### src/rtl/lfs_regs.vh
// Register map, field positions and timing constants of the fault and shutdown block
`ifndef LFS_REGS_VH
`define LFS_REGS_VH

// ---------------------------------------------------------------
// Register offsets
// ---------------------------------------------------------------
`define LFS_A_STATUS      8'h6E
`define LFS_A_PART_ID     8'h86
`define LFS_A_DIE_REV     8'h87
`define LFS_A_OUT_CFG     8'h89
`define LFS_A_BUS_ADDR    8'h8C
`define LFS_A_SHIFT_HI    8'h8E
`define LFS_A_SHIFT_LO    8'h8F
`define LFS_A_FMASK_LO    8'h90
`define LFS_A_FMASK_HI    8'h91
`define LFS_A_SMASK_LO    8'h92
`define LFS_A_SMASK_HI    8'h93
`define LFS_A_TRAP_LO     8'h94
`define LFS_A_TRAP_HI     8'h95

// ---------------------------------------------------------------
// Field positions
// ---------------------------------------------------------------
`define LFS_B_NOT_READY   0
`define LFS_B_SHUT_POL    0
`define LFS_B_FLT_LATCH   1
`define LFS_B_FLT_CLEAR   2
`define LFS_B_SOFT_DIS    3
`define LFS_B_BIAS_LIMIT  8
`define LFS_B_SHUT_ALARM  9
`define LFS_B_VCC_LOW     1

// ---------------------------------------------------------------
// Channels, values and timing
// ---------------------------------------------------------------
`define LFS_CH_VCC        3'h1
`define LFS_CH_MONITOR_INPUT_1       3'h2
`define LFS_BUS_ADDR_DEF  8'hA2
`define LFS_BLANK_UPDATES 4'h9
`define LFS_CLK_HZ        10000000
`define LFS_RDY_TIME_US   500
`define LFS_RDY_CYCLES    (`LFS_RDY_TIME_US * (`LFS_CLK_HZ / 1000000))
`define LFS_RDY_MARGIN    13'h0004

`endif

### src/rtl/lfs_shift.v
// Right shifter for one monitor conversion result
`timescale 1ns/1ps
module lfs_shift #(
   parameter W = 16
) (
   input wire [W-1:0] data_i,
   input wire [2:0] amount_i,
   output wire [W-1:0] data_o
);
   assign data_o = data_i >> amount_i;
endmodule

### src/rtl/lfs_top.v
// Fault output, safety shutdown, alarm trap and supply supervision logic
`timescale 1ns/1ps
`include "lfs_regs.vh"
module lfs_top #(
   parameter W = 16,
   parameter RDY_CYCLES = `LFS_RDY_CYCLES,
   parameter [7:0] PART_ID = 8'h5A,
   parameter [7:0] DIE_REV = 8'h01,
   parameter [7:0] NV_OUT_CFG = 8'h00,
   parameter [7:0] NV_BUS_ADDR = 8'hA2,
   parameter [7:0] NV_SHIFT_HI = 8'h00,
   parameter [7:0] NV_SHIFT_LO = 8'h00,
   parameter [9:0] NV_FMASK = 10'h000,
   parameter [8:0] NV_SMASK = 9'h000
) (
   input wire clock_i,
   input wire nrst_i,
   input wire analog_power_ok_i,
   input wire tx_disable_pin_i,
   input wire adc_valid_i,
   input wire [2:0] adc_chan_i,
   input wire [W-1:0] adc_raw_i,
   input wire [W-1:0] vcc_low_limit_i,
   input wire [4:0] adc_alarm_i,
   input wire [3:0] quick_trip_i,
   input wire bias_update_i,
   input wire reg_wr_i,
   input wire reg_rd_i,
   input wire [7:0] reg_addr_i,
   input wire [7:0] reg_wdata_i,
   output reg [7:0] reg_rdata_o,
   output reg meas_valid_o,
   output reg [2:0] meas_chan_o,
   output reg [W-1:0] meas_data_o,
   output reg tx_fault_o,
   output reg safety_shutdown_out_o,
   output reg safety_shutdown_oe_o,
   output reg laser_swing_en_o,
   output reg bias_en_o,
   output reg bias_oe_o,
   output reg [7:0] bus_dev_addr_o
);
   // ---------------------------------------------------------------
   // Input synchronisers
   // ---------------------------------------------------------------
   reg poa_meta_ff, poa_ff, dis_meta_ff, dis_ff;
   always @(posedge clock_i) begin
      if (!nrst_i) begin
         poa_meta_ff <= 1'b0;
         poa_ff <= 1'b0;
         dis_meta_ff <= 1'b1;
         dis_ff <= 1'b1;
      end else begin
         poa_meta_ff <= analog_power_ok_i;
         poa_ff <= poa_meta_ff;
         dis_meta_ff <= tx_disable_pin_i;
         dis_ff <= dis_meta_ff;
      end
   end

   // ---------------------------------------------------------------
   // Volatile copies of the nonvolatile settings
   // ---------------------------------------------------------------
   reg recalled_ff;
   reg [7:0] out_cfg_ff, bus_addr_ff, shift_hi_ff, shift_lo_ff;
   reg [9:0] fmask_ff;
   reg [8:0] smask_ff;
   reg [9:0] trap_ff;
   reg [12:0] rdy_cnt_ff;
   reg not_ready_ff;
   wire soft_dis = out_cfg_ff[`LFS_B_SOFT_DIS];
   wire disable_any = dis_ff | soft_dis;
   wire wr_cfg = reg_wr_i && (reg_addr_i == `LFS_A_OUT_CFG);
   wire flt_clear = wr_cfg && reg_wdata_i[`LFS_B_FLT_CLEAR];

   // Digital reset forces all cells low; recall happens once per reset
   always @(posedge clock_i) begin
      if (!nrst_i) begin
         recalled_ff <= 1'b0;
         out_cfg_ff <= 8'h00;
         bus_addr_ff <= 8'h00;
         shift_hi_ff <= 8'h00;
         shift_lo_ff <= 8'h00;
         fmask_ff <= 10'h000;
         smask_ff <= 9'h000;
      end else if (poa_ff && !recalled_ff) begin
         recalled_ff <= 1'b1;
         out_cfg_ff <= NV_OUT_CFG;
         bus_addr_ff <= NV_BUS_ADDR;
         shift_hi_ff <= NV_SHIFT_HI;
         shift_lo_ff <= NV_SHIFT_LO;
         fmask_ff <= NV_FMASK;
         smask_ff <= NV_SMASK;
      end else if (reg_wr_i) begin
         case (reg_addr_i)
            // Clear bit is a strobe and never stored
            `LFS_A_OUT_CFG: begin
               out_cfg_ff <= reg_wdata_i & ~(8'h01 << `LFS_B_FLT_CLEAR);
            end
            `LFS_A_BUS_ADDR: bus_addr_ff <= reg_wdata_i;
            `LFS_A_SHIFT_HI: shift_hi_ff <= reg_wdata_i;
            `LFS_A_SHIFT_LO: shift_lo_ff <= reg_wdata_i;
            `LFS_A_FMASK_LO: fmask_ff[7:0] <= reg_wdata_i;
            `LFS_A_FMASK_HI: fmask_ff[9:8] <= reg_wdata_i[1:0];
            `LFS_A_SMASK_LO: smask_ff[7:0] <= reg_wdata_i;
            `LFS_A_SMASK_HI: smask_ff[8] <= reg_wdata_i[0];
            default: begin
            end
         endcase
      end
   end

   // ---------------------------------------------------------------
   // Monitor right shift
   // ---------------------------------------------------------------
   wire [8:0] shamt_all = {shift_hi_ff[6:4], shift_hi_ff[2:0], shift_lo_ff[6:4]};
   wire [W-1:0] shifted [0:2];
   genvar g;
   generate
      for (g = 0; g < 3; g = g + 1) begin : g_mon
         lfs_shift #(.W(W)) u_shift (
            .data_i(adc_raw_i),
            .amount_i(shamt_all[8-3*g -: 3]),
            .data_o(shifted[g])
         );
      end
   endgenerate

   wire [2:0] mon_idx = adc_chan_i - `LFS_CH_MONITOR_INPUT_1;
   wire is_mon = (adc_chan_i >= `LFS_CH_MONITOR_INPUT_1) && (mon_idx < 3'h3);
   wire [W-1:0] nxt_meas = is_mon ? shifted[mon_idx[1:0]] : adc_raw_i;

   // Shifted value feeds only the measurement register; the supply comparator uses the raw value
   always @(posedge clock_i) begin
      if (!nrst_i) begin
         meas_valid_o <= 1'b0;
         meas_chan_o <= 3'h0;
         meas_data_o <= {W{1'b0}};
      end else begin
         meas_valid_o <= adc_valid_i;
         if (adc_valid_i) begin
            meas_chan_o <= adc_chan_i;
            meas_data_o <= nxt_meas;
         end
      end
   end

   // ---------------------------------------------------------------
   // Supply-low alarm and power-up sequencing
   // ---------------------------------------------------------------
   reg vcc_low_ff;
   reg out_en_ff;
   reg [3:0] blank_cnt_ff;
   reg shut_ff;
   wire vcc_ok_conv = adc_valid_i && (adc_chan_i == `LFS_CH_VCC) && (adc_raw_i > vcc_low_limit_i);
   wire nxt_out_en = poa_ff && recalled_ff && !disable_any && !shut_ff && !vcc_low_ff;
   wire reinit = nxt_out_en && !out_en_ff;
   wire blanking = blank_cnt_ff < `LFS_BLANK_UPDATES;

   always @(posedge clock_i) begin
      if (!nrst_i) begin
         vcc_low_ff <= 1'b1;
         out_en_ff <= 1'b0;
         blank_cnt_ff <= 4'h0;
      end else begin
         // Asserting wins over a clearing conversion
         if (!poa_ff) begin
            vcc_low_ff <= 1'b1;
         end else if (vcc_ok_conv) begin
            vcc_low_ff <= 1'b0;
         end
         out_en_ff <= nxt_out_en;
         if (reinit) begin
            blank_cnt_ff <= 4'h0;
         end else if (bias_update_i && blanking) begin
            blank_cnt_ff <= blank_cnt_ff + 4'h1;
         end
      end
   end

   // ---------------------------------------------------------------
   // Alarm vector
   // ---------------------------------------------------------------
   // Bits 4:2 and 0 ADC, 1 supply low, 8:5 quick trip (8 is bias limit), 9 shutdown
   reg [8:0] alarm_ff;
   wire [8:0] raw_alarm = {quick_trip_i, adc_alarm_i[4:2], vcc_low_ff, adc_alarm_i[0]};
   wire [8:0] blank_mask = blanking ? (9'h001 << `LFS_B_BIAS_LIMIT) : 9'h1FF;
   always @(posedge clock_i) begin
      if (!nrst_i) begin
         alarm_ff <= 9'h000;
      end else if (reinit) begin
         alarm_ff <= raw_alarm & (9'h001 << `LFS_B_VCC_LOW);
      end else begin
         alarm_ff <= raw_alarm & (blank_mask | (9'h001 << `LFS_B_VCC_LOW));
      end
   end

   // ---------------------------------------------------------------
   // Safety shutdown latch
   // ---------------------------------------------------------------
   // Supply-low blocks the latch so slow ramps do not trip it
   wire shut_trip = poa_ff && !vcc_low_ff && |(alarm_ff & smask_ff);
   always @(posedge clock_i) begin
      if (!nrst_i) begin
         shut_ff <= 1'b0;
      end else if (disable_any) begin
         shut_ff <= 1'b0;
      end else if (shut_trip) begin
         shut_ff <= 1'b1;
      end
   end

   // ---------------------------------------------------------------
   // Transmit fault
   // ---------------------------------------------------------------
   reg flt_latch_ff;
   wire [9:0] fault_src = {shut_ff, alarm_ff};
   wire fault_cond = |(fault_src & fmask_ff);
   wire latch_en = out_cfg_ff[`LFS_B_FLT_LATCH];
   always @(posedge clock_i) begin
      if (!nrst_i) begin
         flt_latch_ff <= 1'b0;
      end else if (flt_clear || disable_any) begin
         flt_latch_ff <= 1'b0;
      end else if (latch_en && fault_cond && !vcc_low_ff) begin
         flt_latch_ff <= 1'b1;
      end
   end

   // Shutdown bit persists in the source, so clear alone cannot drop it
   reg nxt_fault;
   always @* begin
      if (!poa_ff) begin
         nxt_fault = 1'b1;
      end else if (disable_any) begin
         nxt_fault = 1'b0;
      end else begin
         nxt_fault = fault_cond | flt_latch_ff;
      end
   end

   // ---------------------------------------------------------------
   // Traps and readiness
   // ---------------------------------------------------------------
   wire [9:0] trap_set = {shut_ff, raw_alarm};
   wire wr_trap_lo = reg_wr_i && (reg_addr_i == `LFS_A_TRAP_LO);
   wire wr_trap_hi = reg_wr_i && (reg_addr_i == `LFS_A_TRAP_HI);
   wire [9:0] trap_keep = {wr_trap_hi ? reg_wdata_i[1:0] : 2'b11, wr_trap_lo ? reg_wdata_i : 8'hFF};
   // Margin covers the input sync so the bit clears inside the window
   wire rdy_more = (rdy_cnt_ff + `LFS_RDY_MARGIN) < RDY_CYCLES[12:0];
   always @(posedge clock_i) begin
      if (!nrst_i) begin
         trap_ff <= 10'h000;
         rdy_cnt_ff <= 13'h0000;
         not_ready_ff <= 1'b1;
      end else begin
         trap_ff <= (trap_ff & trap_keep) | trap_set;
         if (!poa_ff) begin
            rdy_cnt_ff <= 13'h0000;
            not_ready_ff <= 1'b1;
         end else if (rdy_more) begin
            rdy_cnt_ff <= rdy_cnt_ff + 13'h0001;
         end else begin
            not_ready_ff <= 1'b0;
         end
      end
   end

   // ---------------------------------------------------------------
   // Read data
   // ---------------------------------------------------------------
   reg [7:0] rd_mux;
   always @* begin
      case (reg_addr_i)
         `LFS_A_STATUS: rd_mux = {7'h00, not_ready_ff};
         `LFS_A_PART_ID: rd_mux = PART_ID;
         `LFS_A_DIE_REV: rd_mux = DIE_REV;
         `LFS_A_OUT_CFG: rd_mux = out_cfg_ff;
         `LFS_A_BUS_ADDR: rd_mux = bus_addr_ff;
         `LFS_A_SHIFT_HI: rd_mux = shift_hi_ff;
         `LFS_A_SHIFT_LO: rd_mux = shift_lo_ff;
         `LFS_A_FMASK_LO: rd_mux = fmask_ff[7:0];
         `LFS_A_FMASK_HI: rd_mux = {6'h00, fmask_ff[9:8]};
         `LFS_A_SMASK_LO: rd_mux = smask_ff[7:0];
         `LFS_A_SMASK_HI: rd_mux = {7'h00, smask_ff[8]};
         `LFS_A_TRAP_LO: rd_mux = trap_ff[7:0];
         `LFS_A_TRAP_HI: rd_mux = {6'h00, trap_ff[9:8]};
         default: rd_mux = 8'h00;
      endcase
   end

   // ---------------------------------------------------------------
   // Output registers
   // ---------------------------------------------------------------
   // Shutdown active when latched or supply below analog level
   wire shut_active = shut_ff | !poa_ff;
   wire pol = out_cfg_ff[`LFS_B_SHUT_POL];
   always @(posedge clock_i) begin
      if (!nrst_i) begin
         reg_rdata_o <= 8'h00;
         tx_fault_o <= 1'b1;
         safety_shutdown_out_o <= 1'b0;
         safety_shutdown_oe_o <= 1'b0;
         laser_swing_en_o <= 1'b0;
         bias_en_o <= 1'b0;
         bias_oe_o <= 1'b0;
         bus_dev_addr_o <= `LFS_BUS_ADDR_DEF;
      end else begin
         if (reg_rd_i) begin
            reg_rdata_o <= rd_mux;
         end
         tx_fault_o <= nxt_fault;
         // PMOS needs high to open, NMOS needs low
         safety_shutdown_out_o <= pol ? shut_active : !shut_active;
         safety_shutdown_oe_o <= recalled_ff;
         laser_swing_en_o <= nxt_out_en;
         bias_en_o <= nxt_out_en;
         bias_oe_o <= recalled_ff;
         bus_dev_addr_o <= recalled_ff ? bus_addr_ff : `LFS_BUS_ADDR_DEF;
      end
   end
endmodule

### config.mk
export PLATFORM = sky130hd
export DESIGN_NAME = lfs_top
export DESIGN_NICKNAME = d
export VERILOG_FILES = /design/src/rtl/lfs_shift.v /design/src/rtl/lfs_top.v
export VERILOG_INCLUDE_DIRS = /design/src /design/src/rtl
export SDC_FILE = /design/constraint.sdc
export NUM_CORES = 1
export LEC_CHECK = 0
export BUFFER_PORTS_ARGS = -buffer_cell sky130_fd_sc_hd__buf_2
export CAP_MARGIN = 15
export CELL_PAD_IN_SITES_DETAIL_PLACEMENT = 0
export CELL_PAD_IN_SITES_GLOBAL_PLACEMENT = 1
export CORE_AREA = 2 2 141 157
export CTS_CLUSTER_SIZE = 25
export DETAILED_ROUTE_END_ITERATION = 8
export DIE_AREA = 0 0 143 159
export GPL_ROUTABILITY_DRIVEN = 0
export PLACE_DENSITY_LB_ADDON = 0.08
export SYNTH_ARGS = -nofsm -noshare
export SYNTH_HDL_FRONTEND = slang
export SYNTH_SLANG_ARGS = --single-unit
### constraint.sdc
create_clock -name clock_i -period 4.57 [get_ports clock_i]
set_input_delay 0.457 -clock clock_i [delete_from_list [all_inputs] [get_ports clock_i]]
set_output_delay 0.457 -clock clock_i [all_outputs]
set_load 0.01 [all_outputs]
Yosys cells after proc, flatten, opt, wreduce, memory -nomap -nowiden
Index checks and enable logic that the tools add are counted.
{ "word_totals": {"inputBits": 68, "n_memories": 0, "register_bits": 135, "mem_bits_rw": 0, "wordCells": 128, "rom_bits": 0, "latch_bits": 0} }
{ "classes": {"n_reduce_logical": 45, "add_sub_neg": 4, "n_eq_ne": 14, "n_div": 0, "order_cmp": 6, "bitwise_logic": 10, "mul": 0, "n_shift": 3, "mux": 14} }
{ "op_table": {"columns": ["operator", "count"], "rows": [
  ["case mux 8 bit (13 select lines)", 1],
  ["== test 8 bit (second input constant)", 12],
  ["2-to-1 mux 16 bit", 3],
  [">> shifter 16 x 3 -> 16 bit", 3],
  ["2-to-1 mux 8 bit", 5],
  ["binary-select mux 16 bit (select 2 bit)", 1],
  ["AND reduction 2 bit", 11],
  ["bitwise AND 10 bit", 2],
  ["bitwise AND 9 bit", 2],
  ["logical AND 1 bit", 18],
  ["> comparator 16 bit", 1],
  ["adder 13 x 1 -> 13 bit (second input constant)", 1],
  ["adder 13 x 3 -> 13 bit (second input constant)", 1],
  ["< comparator 13 bit (second input constant)", 1],
  ["OR 10 bit", 1],
  ["OR reduction 10 bit", 1],
  ["OR reduction 9 bit", 1],
  ["== test 8 x 7 -> 1 bit (second input constant)", 1],
  ["OR reduction 2 bit", 4],
  ["logical NOT 1 bit", 7],
  ["adder 4 x 1 -> 4 bit (second input constant)", 1],
  ["< comparator 4 bit (second input constant)", 1],
  ["2-to-1 mux 2 bit", 2],
  ["nonzero test 2 bit", 2],
  ["10 further kinds", 13]
]} }

Longest topological paths before layout
Gate-level depths: netlist of the first run.
{ "logic_depth": {"depth_word": 7, "ltp_mapped": 9, "depth_no_buf": 8} }

Cells and area by module
A second synthesis of the first run with hierarchy kept.
{ "unflattened": {"cells_unflattened": 1014, "hier_area_um2": 8844.7} }
{ "by_module_without_submodules": {"columns": ["module", "cells_per_inst", "area_each_um2", "instances"], "rows": [
  ["lfs_top", 795, 6847.8, 1],
  ["lfs_shift", 73, 665.6, 3]
]} }

Worst setup path before layout of the first run
No wires, ideal clock.
{ "synth_path": {"kind": "register -> register", "startpoint": "reg rdy_cnt_ff[2]", "endpoint": "reg not_ready_ff", "path_buffers": 1, "stages_incl_launch_ff": 9, "t_required_ns": 4.456, "arrival_ns": 2.032, "setup_slack_ns": 2.424, "setup_ns": 0.114, "cell_sequence": "dfxtp_1 -> ha_1 -> and4_1 -> buf_6 -> a211o_1 -> a211o_1 -> o21ai_2 -> a21oi_1 -> a21o_1"} }
{ "synth_between": {"elab_chain_cells": 2} }
{ "synth_lines": {"columns": ["item", "line_no", "source"], "rows": [
  ["start, declared", "lfs_top.v:69", "reg [12:0] rdy_cnt_ff;"],
  ["start signal, assigned", "lfs_top.v:262", "rdy_cnt_ff <= rdy_cnt_ff + 13'h0001;"],
  ["adder 13 x 3 -> 13 bit (no line)", null, null],
  ["< comparator 13 bit", "lfs_top.v:250", "wire rdy_more = (rdy_cnt_ff + `LFS_RDY_MARGIN) < RDY_CYCLES[12:0];"],
  ["end signal, assigned", "lfs_top.v:255", "not_ready_ff <= 1'b1;"],
  ["end signal, assigned", "lfs_top.v:260", "not_ready_ff <= 1'b1;"],
  ["end signal, assigned", "lfs_top.v:264", "not_ready_ff <= 1'b0;"],
  ["end, declared", "lfs_top.v:70", "reg not_ready_ff;"]
]} }
Every way passes these cells.
A chain may end at the register's enable or synchronous reset.

Final worst setup path of the first run
{ "layout_path": {"startpoint": "reg shift_lo_ff[4]", "endpoint": "reg meas_data_o[1]"} }
{ "layout_between": {"elab_chain_cells": 5} }
{ "layout_lines": {"columns": ["item", "line_no", "source"], "rows": [
  ["start, declared", "lfs_top.v:65", "reg [7:0] out_cfg_ff, bus_addr_ff, shift_hi_ff, shift_lo_ff;"],
  ["start signal, assigned", "lfs_top.v:102", "`LFS_A_SHIFT_LO: shift_lo_ff <= reg_wdata_i;"],
  [">> shifter 16 x 3 -> 16 bit", "lfs_shift.v:10", "assign data_o = data_i >> amount_i;"],
  ["binary-select mux 16 bit (select 2 bit)", "lfs_top.v:131", "wire [W-1:0] nxt_meas = is_mon ? shifted[mon_idx[1:0]] : adc_raw_i;"],
  ["2-to-1 mux 16 bit (implied by the code) (2 in series)", "lfs_top.v:131", null],
  ["2-to-1 mux 16 bit", "lfs_top.v:131", null],
  ["end signal, assigned", "lfs_top.v:138", "meas_data_o <= {W{1'b0}};"],
  ["end signal, assigned", "lfs_top.v:143", "meas_data_o <= nxt_meas;"],
  ["end, declared", "lfs_top.v:34", "output reg [W-1:0] meas_data_o,"]
]} }
Every way passes these cells. The select of a mux whose other input is x is not followed.

==> results of run 1 <==
==> per-layer routing <==
metal  share of wire  GRT usage  wire (um)
met5               0          0          0
met4           0.020     0.0666        519
met3           0.040     0.0394       1050
met2            0.48      0.372      12500
met1            0.46      0.331      12200
==> registers in the layout, indices dropped and copies added (netlist names), 3 cells and up <==
| register | flops |
|---|---|
| meas_data_o | 16 |
| rdy_cnt_ff | 13 |
| fmask_ff | 10 |
| trap_ff | 10 |
| alarm_ff | 9 |
| smask_ff | 9 |
| bus_addr_ff | 8 |
| bus_dev_addr_o | 8 |
| reg_rdata_o | 8 |
| shift_hi_ff | 8 |
| shift_lo_ff | 8 |
| out_cfg_ff | 7 |
| blank_cnt_ff | 4 |
| meas_chan_o | 3 |
==> worst paths after layout <==
path | start | end | slack (ps) | cells past startpoint
max | shift_lo_ff[4] | meas_data_o[1] | 1960 | 6
min | tx_disable_pin_i | dis_meta_ff | 210 | 2
max reg2reg | shift_lo_ff[4] | meas_data_o[1] | 1960 | 6
min reg2reg | dis_meta_ff | dis_ff | 410 | 1
==> metrics by stage <==
step           utilization  total power [mW]  instances
2_1_floorplan            -              1.45        998
3_5_place_dp         0.424              1.58       1319
5_1_grt              0.452              3.07       1351
3_3_place_gp         0.424              1.58       1319
4_1_cts              0.452              2.98       1351
6_report             0.452              2.95       1351
==> where the power goes <==
group	internal [mW]	leakage (nW)	total (mW)	switching (mW)
combinational	0.127	2.28	0.335	0.208
sequential	1.20	1.10	1.22	0.0167
clock	0.774	0.278	1.39	0.617
total	2.11	3.66	2.95	0.843
==> logic make-up after synthesis <==
family	after synthesis
AO/OA/AOI/OAI	245
XOR/XNOR	3
adder cells (fa/ha/maj)	22
buffers and inverters	125
flip-flops	135
multiplexers	112
AND/OR/NAND/NOR	356
==> cell usage after synthesis (9+ instances only) <==
cell | n | area, um2
inv_1 | 41 | 154
a21o_1 | 10 | 75.1
mux4_2 | 23 | 518
dfxtp_1 | 135 | 2700
ha_1 | 22 | 275
nand3_1 | 24 | 120
buf_4 | 10 | 75.1
nand2_1 | 119 | 447
and2_1 | 13 | 81.3
a211oi_1 | 24 | 180
nor3_1 | 24 | 120
and3_1 | 13 | 81.3
buf_2 | 13 | 65.1
nor2b_1 | 18 | 113
a22oi_1 | 14 | 105
a21oi_1 | 76 | 380
clkbuf_1 | 52 | 195
nand4_1 | 9 | 56.3
nor2_1 | 74 | 278
o21ai_0 | 34 | 170
nand2b_1 | 21 | 131
mux2i_1 | 83 | 831
==> final cells by class <==
type / instances / area [um2] / area share
Clock buffer: 17 / 425 / 0.0447
Clock inverter: 15 / 164 / 0.0172
Inverter: 42 / 158 / 0.0166
Multi-Input combinational cell: 738 / 5130 / 0.538
Sequential cell: 135 / 2700 / 0.284
Tap cell: 290 / 363 / 0.0381
Timing Repair Buffer: 114 / 586 / 0.0615
==> flow_summary_export.csv, run 1 <==
group,metric,value,unit
status,outcome,"completed",
worst_setup_path,worst_path_largest_cell_delay,950,ps
route,num_vias,7640,
synth,ys_types,75,
synth,synthFlopType,"dfxtp_1",
grt,grt_max_degree,41,
grt,grt_pass1_wl,42.0,mm
clock_network,cts.root.buffer_cell,"clkbuf_16",
clock_network,clock_path_buffers,2,
clock_network,numCtsBuffers,17,
clock_network,cts_sinks,135,
clock_network,cts_tree,"built",
route,initialDrtViolationCount,475,
synth,synthXorXnorAreaFrac,0.00315,
worst_setup_path,crit_buf_inv,0,
pwr,p_leak,3.66,nW
synth,yosys.area_share.simple,0.211,
floorplan,die-height,159,um
floorplan,initial_core_util,0.396,
placement,place_ws,1670,ps
worst_setup_path,crit_type,"flip-flop to flip-flop",
min_path,hold_path.class,"primary input to flip-flop",
worst_setup_path,path_cells,"mux4_2, and2_1, a211oi_1, a211oi_1, a311oi_1, a2111oi_0",
layout,n_antenna_cell,0,
floorplan,rows,56,
layout,finish.net_count,1138,
route,drt-total-wl,26.3,mm
worst_setup_path,required,4840,ps
clock_network,htreeDepth,4,
worst_setup_path,cp_max_fo,18,
synth,syn_nets,1088,
synth,syn_area,8350,um2
route,routedWlPerCell,19.5,um
worst_setup_path,end_kind,"flip-flop",
clock_network,clock_latency,430,ps
timing,grt_setup_unrepaired,"no",
timing,whs,212,ps
synth,synth_edf_count,0,
synth,avgSynthCellArea,8.37,um2
placement,io_buffer_count,108,
layout,syn_to_final_growth,14.0,%
timing,finalSetupViolCount,0,
floorplan,die_area,22700,um2
timing,period_minus_slack,2610,ps
synth,async_reset_ff_frac,0,
clock_network,clk_pin_slew_worst_paths,70,ps
route,drc,0,
route,drt_first_pass_iters,6,
synth,synth_top_family_by_area,"simple AND/OR/NAND/NOR gates",
timing,finalWorstSetupSlack,1960,ps
timing,slew_headroom,0.281,
synth,synthMuxAreaShare,0.170,
synth,ys_ff_latch,135,
grt,grt_pass1_vias,7454,
worst_setup_path,cp_top_family,"flip-flops",
timing,fin_tns_setup,0,ps
grt,antenna_found_initial,0,
clock_network,cts_resized,0,
clock_network,cts_setup_buffers,0,
placement,post_dp_cell_area,8930,um2
grt,grt_usage,0.236,
timing,clock-skew-final,12.9,ps
floorplan,placeableCoreArea,21100,um2
timing,hold_violations,0,
synth,ys_warn_count,0,
layout,fillers,2188,
synth,synth_fa_ha_area_frac,0.0329,
timing,max_freq,384,MHz
clock_network,hold_buffers,0,
worst_setup_path,startpoint_type,"flip-flop",
pwr,ir_drop,0.244,mV
synth,synth_compound_area_frac,0.197,
timing,period_share,0.570,
floorplan,die_w,143,um
pwr,powerDensity,310,nW/um2
timing,drv_slew,0,
synth,postSynthCellCount,998,
timing,worst-slew-pin-transition,1070,ps
layout,final_cell_mix,"dfxtp_1 (135), nand2_1 (119), buf_2 (108)",
layout,stdcell_area,9520,um2
route,postRouteAntennaNets,0,
run,maxCapViolations,0,
grt,overflow,0,
placement,place_hpwl,18.7,mm
floorplan,io_pins,110,
worst_setup_path,cp_slowest_cell,"dfxtp_1",
route,via_per_inst,5.66,
synth,ys_seq_area_frac,0.323,
worst_setup_path,cp.arrival,2880,ps
worst_setup_path,crit_top_cell,"a211oi_1",
layout,final_common_cell,"dfxtp_1",
layout,drive_gt1_frac,0.185,
Power figures use the tool's default switching activity.
==> run 2, diff against run 1 <==
- clock period: 4.57 -> 2.2 ns (I/O delays scaled with it)
==> run 2 against run 1 <==
Largest cell class unchanged. Die area did not move. Worst hold slack got worse by 200 ps. Critical path type unchanged. Cell area rose by 5.1%. Critical endpoint is now not_ready_ff. Sequential share of layout area fell by 1.4 points. Sequential power rose by 110%. Setup slack got worse by 1900 ps. Critical path depth rose by 1. Wire length rose by 0.66%. Count of clock-buffer cells in the layout rose by 2. Non-clock buffer count rose by 53.
==> flow_summary_export.csv, run 2 (synthesized netlist as in run 1, its figures left out) <==
group,metric,value,unit
route,routedWlPerCell,18.8,um
worst_setup_path,rr_startpoint,"rdy_cnt_ff[2]",
clock_network,cts_setup_buffers,0,
min_path,min_from,"adc_alarm_i[0]",
clock_network,htreeDepth,4,
grt,grt_usage,0.234,
pwr,p_leak,3.95,nW
route,initialDrtViolationCount,353,
layout,final_common_cell,"dfxtp_1",
floorplan,die-height,159,um
layout,final_cell_mix,"dfxtp_1 (133), nand2_1 (119), buf_2 (108)",
clock_network,numCtsBuffers,17,
layout,syn_to_final_growth,19.9,%
floorplan,placeableCoreArea,21100,um2
placement,io_buffer_count,108,
layout,largestRegisters,"meas_data_o (16), rdy_cnt_ff (13)",
timing,slew_headroom,0.689,
floorplan,initial_core_util,0.396,
route,num_vias,7783,
layout,largest-register,"meas_data_o",
layout,largest_reg_flops,16,
layout,stdcell_area,10000,um2
timing,clock-skew-final,11.8,ps
timing,finalSetupViolCount,0,
pwr,ir_drop,0.473,mV
clock_network,cts_sinks,135,
timing,finalWorstSetupSlack,75.4,ps
worst_setup_path,reg2regPathDepth,7,
timing,max_freq,471,MHz
grt,grt_pass1_wl,41.8,mm
clock_network,clock_path_buffers,2,
route,drt_first_pass_iters,5,
route,postRouteAntennaNets,0,
worst_setup_path,cp.arrival,2450,ps
worst_setup_path,end_kind,"flip-flop",
layout,n_antenna_cell,0,
timing,period_minus_slack,2120,ps
route,drc,0,
timing,hold_violations,0,
timing,grt_setup_unrepaired,"yes",
clock_network,cts.root.buffer_cell,"clkbuf_16",
min_path,hold_path_depth,2,
timing,fin_tns_setup,0,ps
placement,place_hpwl,19.6,mm
run,maxCapViolations,0,
timing,worst-slew-pin-transition,463,ps
floorplan,die_area,22700,um2
layout,fin_util,0.475,
clock_network,cts_tree,"built",
floorplan,die_w,143,um
route,via_per_inst,5.54,
worst_setup_path,cp_max_fo,8,
clock_network,clock_latency,430,ps
timing,period_share,0.966,
layout,drive_gt1_frac,0.226,
worst_setup_path,startpoint_type,"flip-flop",
pwr,powerDensity,613,nW/um2
worst_setup_path,r2r_slack,80,ps
route,drt-total-wl,26.5,mm
clock_network,clk_pin_slew_worst_paths,60,ps
placement,post_dp_cell_area,9380,um2
placement,place_ws,37.7,ps
layout,finish.net_count,1191,
floorplan,rows,56,
grt,overflow,0,
worst_setup_path,required,2520,ps
min_path,hold_path.class,"primary input to flip-flop",
grt,antenna_found_initial,0,
worst_setup_path,reg2reg_to,"not_ready_ff",
floorplan,io_pins,110,
grt,grt_max_degree,33,
grt,grt_pass1_vias,7583,
timing,drv_slew,0,
worst_setup_path,crit_type,"flip-flop to flip-flop",
status,outcome,"completed",
min_path,whs_endpoint,"alarm_ff[0]",
run 2: timing repair:
| item | in CTS | in global routing |
|---|---|---|
| endpoints found under the hold margin | 2 | 0 |
| endpoints found under the setup margin | 0 | 9 |
| hold buffers | 2 | 0 |
| resized for setup | 0 | 6 |
run 2: how the worst max path moves through the flow:
stage,from,end,slack (ps),cells past startpoint
after CTS,rdy_cnt_ff[2],not_ready_ff,30,7
after global placement,rdy_cnt_ff[2],not_ready_ff,60,7
after floorplan,rdy_cnt_ff[2],not_ready_ff,50,8
final,rdy_cnt_ff[2],not_ready_ff,80,7
after detailed placement,rdy_cnt_ff[2],not_ready_ff,40,7
after global routing,rdy_cnt_ff[2],not_ready_ff,-20,7
run 2: cell type report:
cell class / count / area, um2
Clock buffer: 19 / 453
Inverter: 42 / 158
Sequential cell: 135 / 2710
Tap cell: 290 / 363
Fill cell: 2140 / 11100
Multi-Input combinational cell: 738 / 5150
Timing Repair Buffer: 167 / 1050
Clock inverter: 13 / 135
run 2: worst max-delay path: stages, from the launching register on:
cell     delay (ps)
dfxtp_1         310
ha_1            200
and4_1          270
a211o_1         310
a211o_1         300
o21ai_4         240
a21oi_1         170
a21o_1          210
run 2: per-stage QoR:
step / power (mW) / hold slack (ps) / instances
finish: 6.14 / 14.9 / 1404
global route: 6.39 / 16.4 / 1404
global placement: 3.31 / 400 / 1370
detailed placement: 3.32 / 405 / 1370
floorplan: 3.02 / 321 / 998
CTS: 6.20 / 3.35 / 1404
run 2: per-layer routing:
layer / vias up / GRT usage / routed length [um]
met5: - / 0 / 0
met4: 0 / 0.0608 / 397
met3: 22 / 0.0370 / 1170
met2: 199 / 0.385 / 12700
met1: 3739 / 0.320 / 12100
li1: 3823 / - / -
run 2: power breakdown:
part,switching [mW],internal [mW],total (mW)
registers,0.0349,2.50,2.54
logic,0.440,0.291,0.731
clock network,1.22,1.65,2.87
total,1.70,4.44,6.14
==> run 3, diff against run 2 <==
- HOLD_SLACK_MARGIN: default -> 0.1
==> run 3 against run 2 <==
Clock power about the same. Cell area increased by 0.90%. Power increased by 0.22%. Non-clock buffer count increased by 9. Sequential power about the same. Critical path type unchanged. Largest cell class unchanged.
==> flow_summary_export.csv, run 3 (synthesized netlist as in run 1, its figures left out) <==
group,metric,value,unit
floorplan,die-height,159,um
grt,overflow,0,
pwr,powerDensity,609,nW/um2
layout,largestRegisters,"meas_data_o (16), rdy_cnt_ff (13)",
layout,stdcell_area,10100,um2
route,drt-total-wl,26.6,mm
timing,drv_slew,0,
floorplan,initial_core_util,0.396,
floorplan,placeableCoreArea,21100,um2
layout,largest_reg_flops,16,
worst_setup_path,end_kind,"flip-flop",
layout,largest-register,"meas_data_o",
clock_network,clock_latency,430,ps
placement,post_dp_cell_area,9380,um2
grt,grt_max_degree,33,
layout,fin_util,0.479,
worst_setup_path,crit_top_cell,"a211o_1",
floorplan,die_w,143,um
clock_network,htreeDepth,4,
route,via_per_inst,5.57,
run,maxCapViolations,0,
placement,place_hpwl,19.6,mm
route,drt_first_pass_iters,8,
pwr,p_sw,1.70,mW
timing,fin_tns_setup,0,ps
floorplan,die_area,22700,um2
worst_setup_path,cp.arrival,2450,ps
pwr,p_leak,3.99,nW
worst_setup_path,required,2520,ps
layout,syn_to_final_growth,21.0,%
timing,period_share,0.965,
route,routedWlPerCell,18.8,um
clock_network,clock_path_buffers,2,
timing,grt_setup_unrepaired,"yes",
grt,grt_pass1_wl,41.9,mm
status,outcome,"completed",
worst_setup_path,startpoint_type,"flip-flop",
layout,fillers,2131,
timing,worst-slew-pin-transition,473,ps
floorplan,rows,56,
clock_network,cts_sinks,135,
pwr,seqPwrFrac,0.412,
route,initialDrtViolationCount,371,
worst_setup_path,cp_max_fo,8,
route,postRouteAntennaNets,0,
timing,slew_headroom,0.682,
timing,hold_violations,0,
route,drc,0,
clock_network,clk_pin_slew_worst_paths,60,ps
timing,max_freq,471,MHz
pwr,ir_drop,0.471,mV
clock_network,cts.root.buffer_cell,"clkbuf_16",
clock_network,numCtsBuffers,17,
floorplan,io_pins,110,
worst_setup_path,path_cells,"ha_1, and4_1, a211o_1, a211o_1, o21ai_4, a21oi_1, a21o_1",
worst_setup_path,worst_path_largest_cell_delay,310,ps
grt,grt_pass1_vias,7652,
pwr,power.share.switching,0.276,
pwr,internal_power,4.46,mW
grt,grt_usage,0.235,
placement,place_ws,37.7,ps
clock_network,cts_tree,"built",
worst_setup_path,cp_slowest_cell,"dfxtp_1",
layout,drive_gt1_frac,0.224,
pwr,p_comb_frac,0.121,
timing,finalSetupViolCount,0,
layout,finish.net_count,1200,
timing,period_minus_slack,2120,ps
grt,antenna_found_initial,0,
timing,clock-skew-final,11.6,ps
placement,io_buffer_count,108,
layout,final_common_cell,"dfxtp_1",
layout,final_cell_mix,"dfxtp_1 (133), nand2_1 (119), buf_2 (108)",
timing,whs,146,ps
pwr,pwr-share-clk,0.467,
layout,n_antenna_cell,0,
worst_setup_path,crit_type,"flip-flop to flip-flop",
route,num_vias,7867,
min_path,hold_path.class,"primary input to flip-flop",
timing,finalWorstSetupSlack,75.9,ps
[run 3: worst max-delay path, delay by kind of cell (launching register included)]
| kind | cells | cell delay [ps] |
|---|---|---|
| AO/OA/AOI/OAI | 5 | 1230 |
| flip-flops | 1 | 310 |
| AND/OR/NAND/NOR | 1 | 270 |
| adder cells (fa/ha/maj) | 1 | 200 |
[run 3: stage by stage]
stage / power, mW / std cells
final: 6.15 / 1413
after global routing: 6.40 / 1413
after CTS: 6.21 / 1413
after detailed placement: 3.32 / 1370
after global placement: 3.31 / 1370
after floorplan: 3.02 / 998
[run 3: what timing repair did]
| item | CTS | global route |
|---|---|---|
| setup buffers | 0 | 0 |
| endpoints found under the hold margin | 19 | 0 |
| resized for setup | 0 | 6 |
| hold buffers | 11 | 0 |
| setup endpoints to repair | 0 | 9 |
[run 3: worst paths after layout]
check                           depth (start not counted)           end  slack, ps            from
worst max-delay path                                    7  not_ready_ff         80   rdy_cnt_ff[2]
worst max register to register                          7  not_ready_ff         80   rdy_cnt_ff[2]
worst min register to register                          1        dis_ff        420     dis_meta_ff
worst min-delay path                                    3   smask_ff[7]        150  reg_wdata_i[7]
[run 3: final cells by class]
class	instances	area, um2	area share
clock buffers	19	453	0.0448
clock inverters	13	135	0.0134
inverters	42	158	0.0156
multi-input cells	738	5150	0.510
flip-flops and latches	135	2710	0.268
well taps	290	363	0.0359
repair buffers	176	1140	0.113
[run 3: power groups by stage]
stage | clock, mW | sequential (mW) | combinational [mW]
after floorplan | 0 | 2.60 | 0.422
after global placement | 0 | 2.59 | 0.718
after detailed placement | 0 | 2.59 | 0.725
after CTS | 2.93 | 2.54 | 0.741
after global routing | 3.04 | 2.54 | 0.820
final | 2.87 | 2.54 | 0.744
[run 3: per-layer routing]
layer,GRT usage,vias to the layer above,part of all wire
met4,0.0608,0,0.017
met1,0.319,3780,0.46
met5,0,-,0
met3,0.0370,28,0.045
met2,0.388,208,0.48
li1,-,3851,-
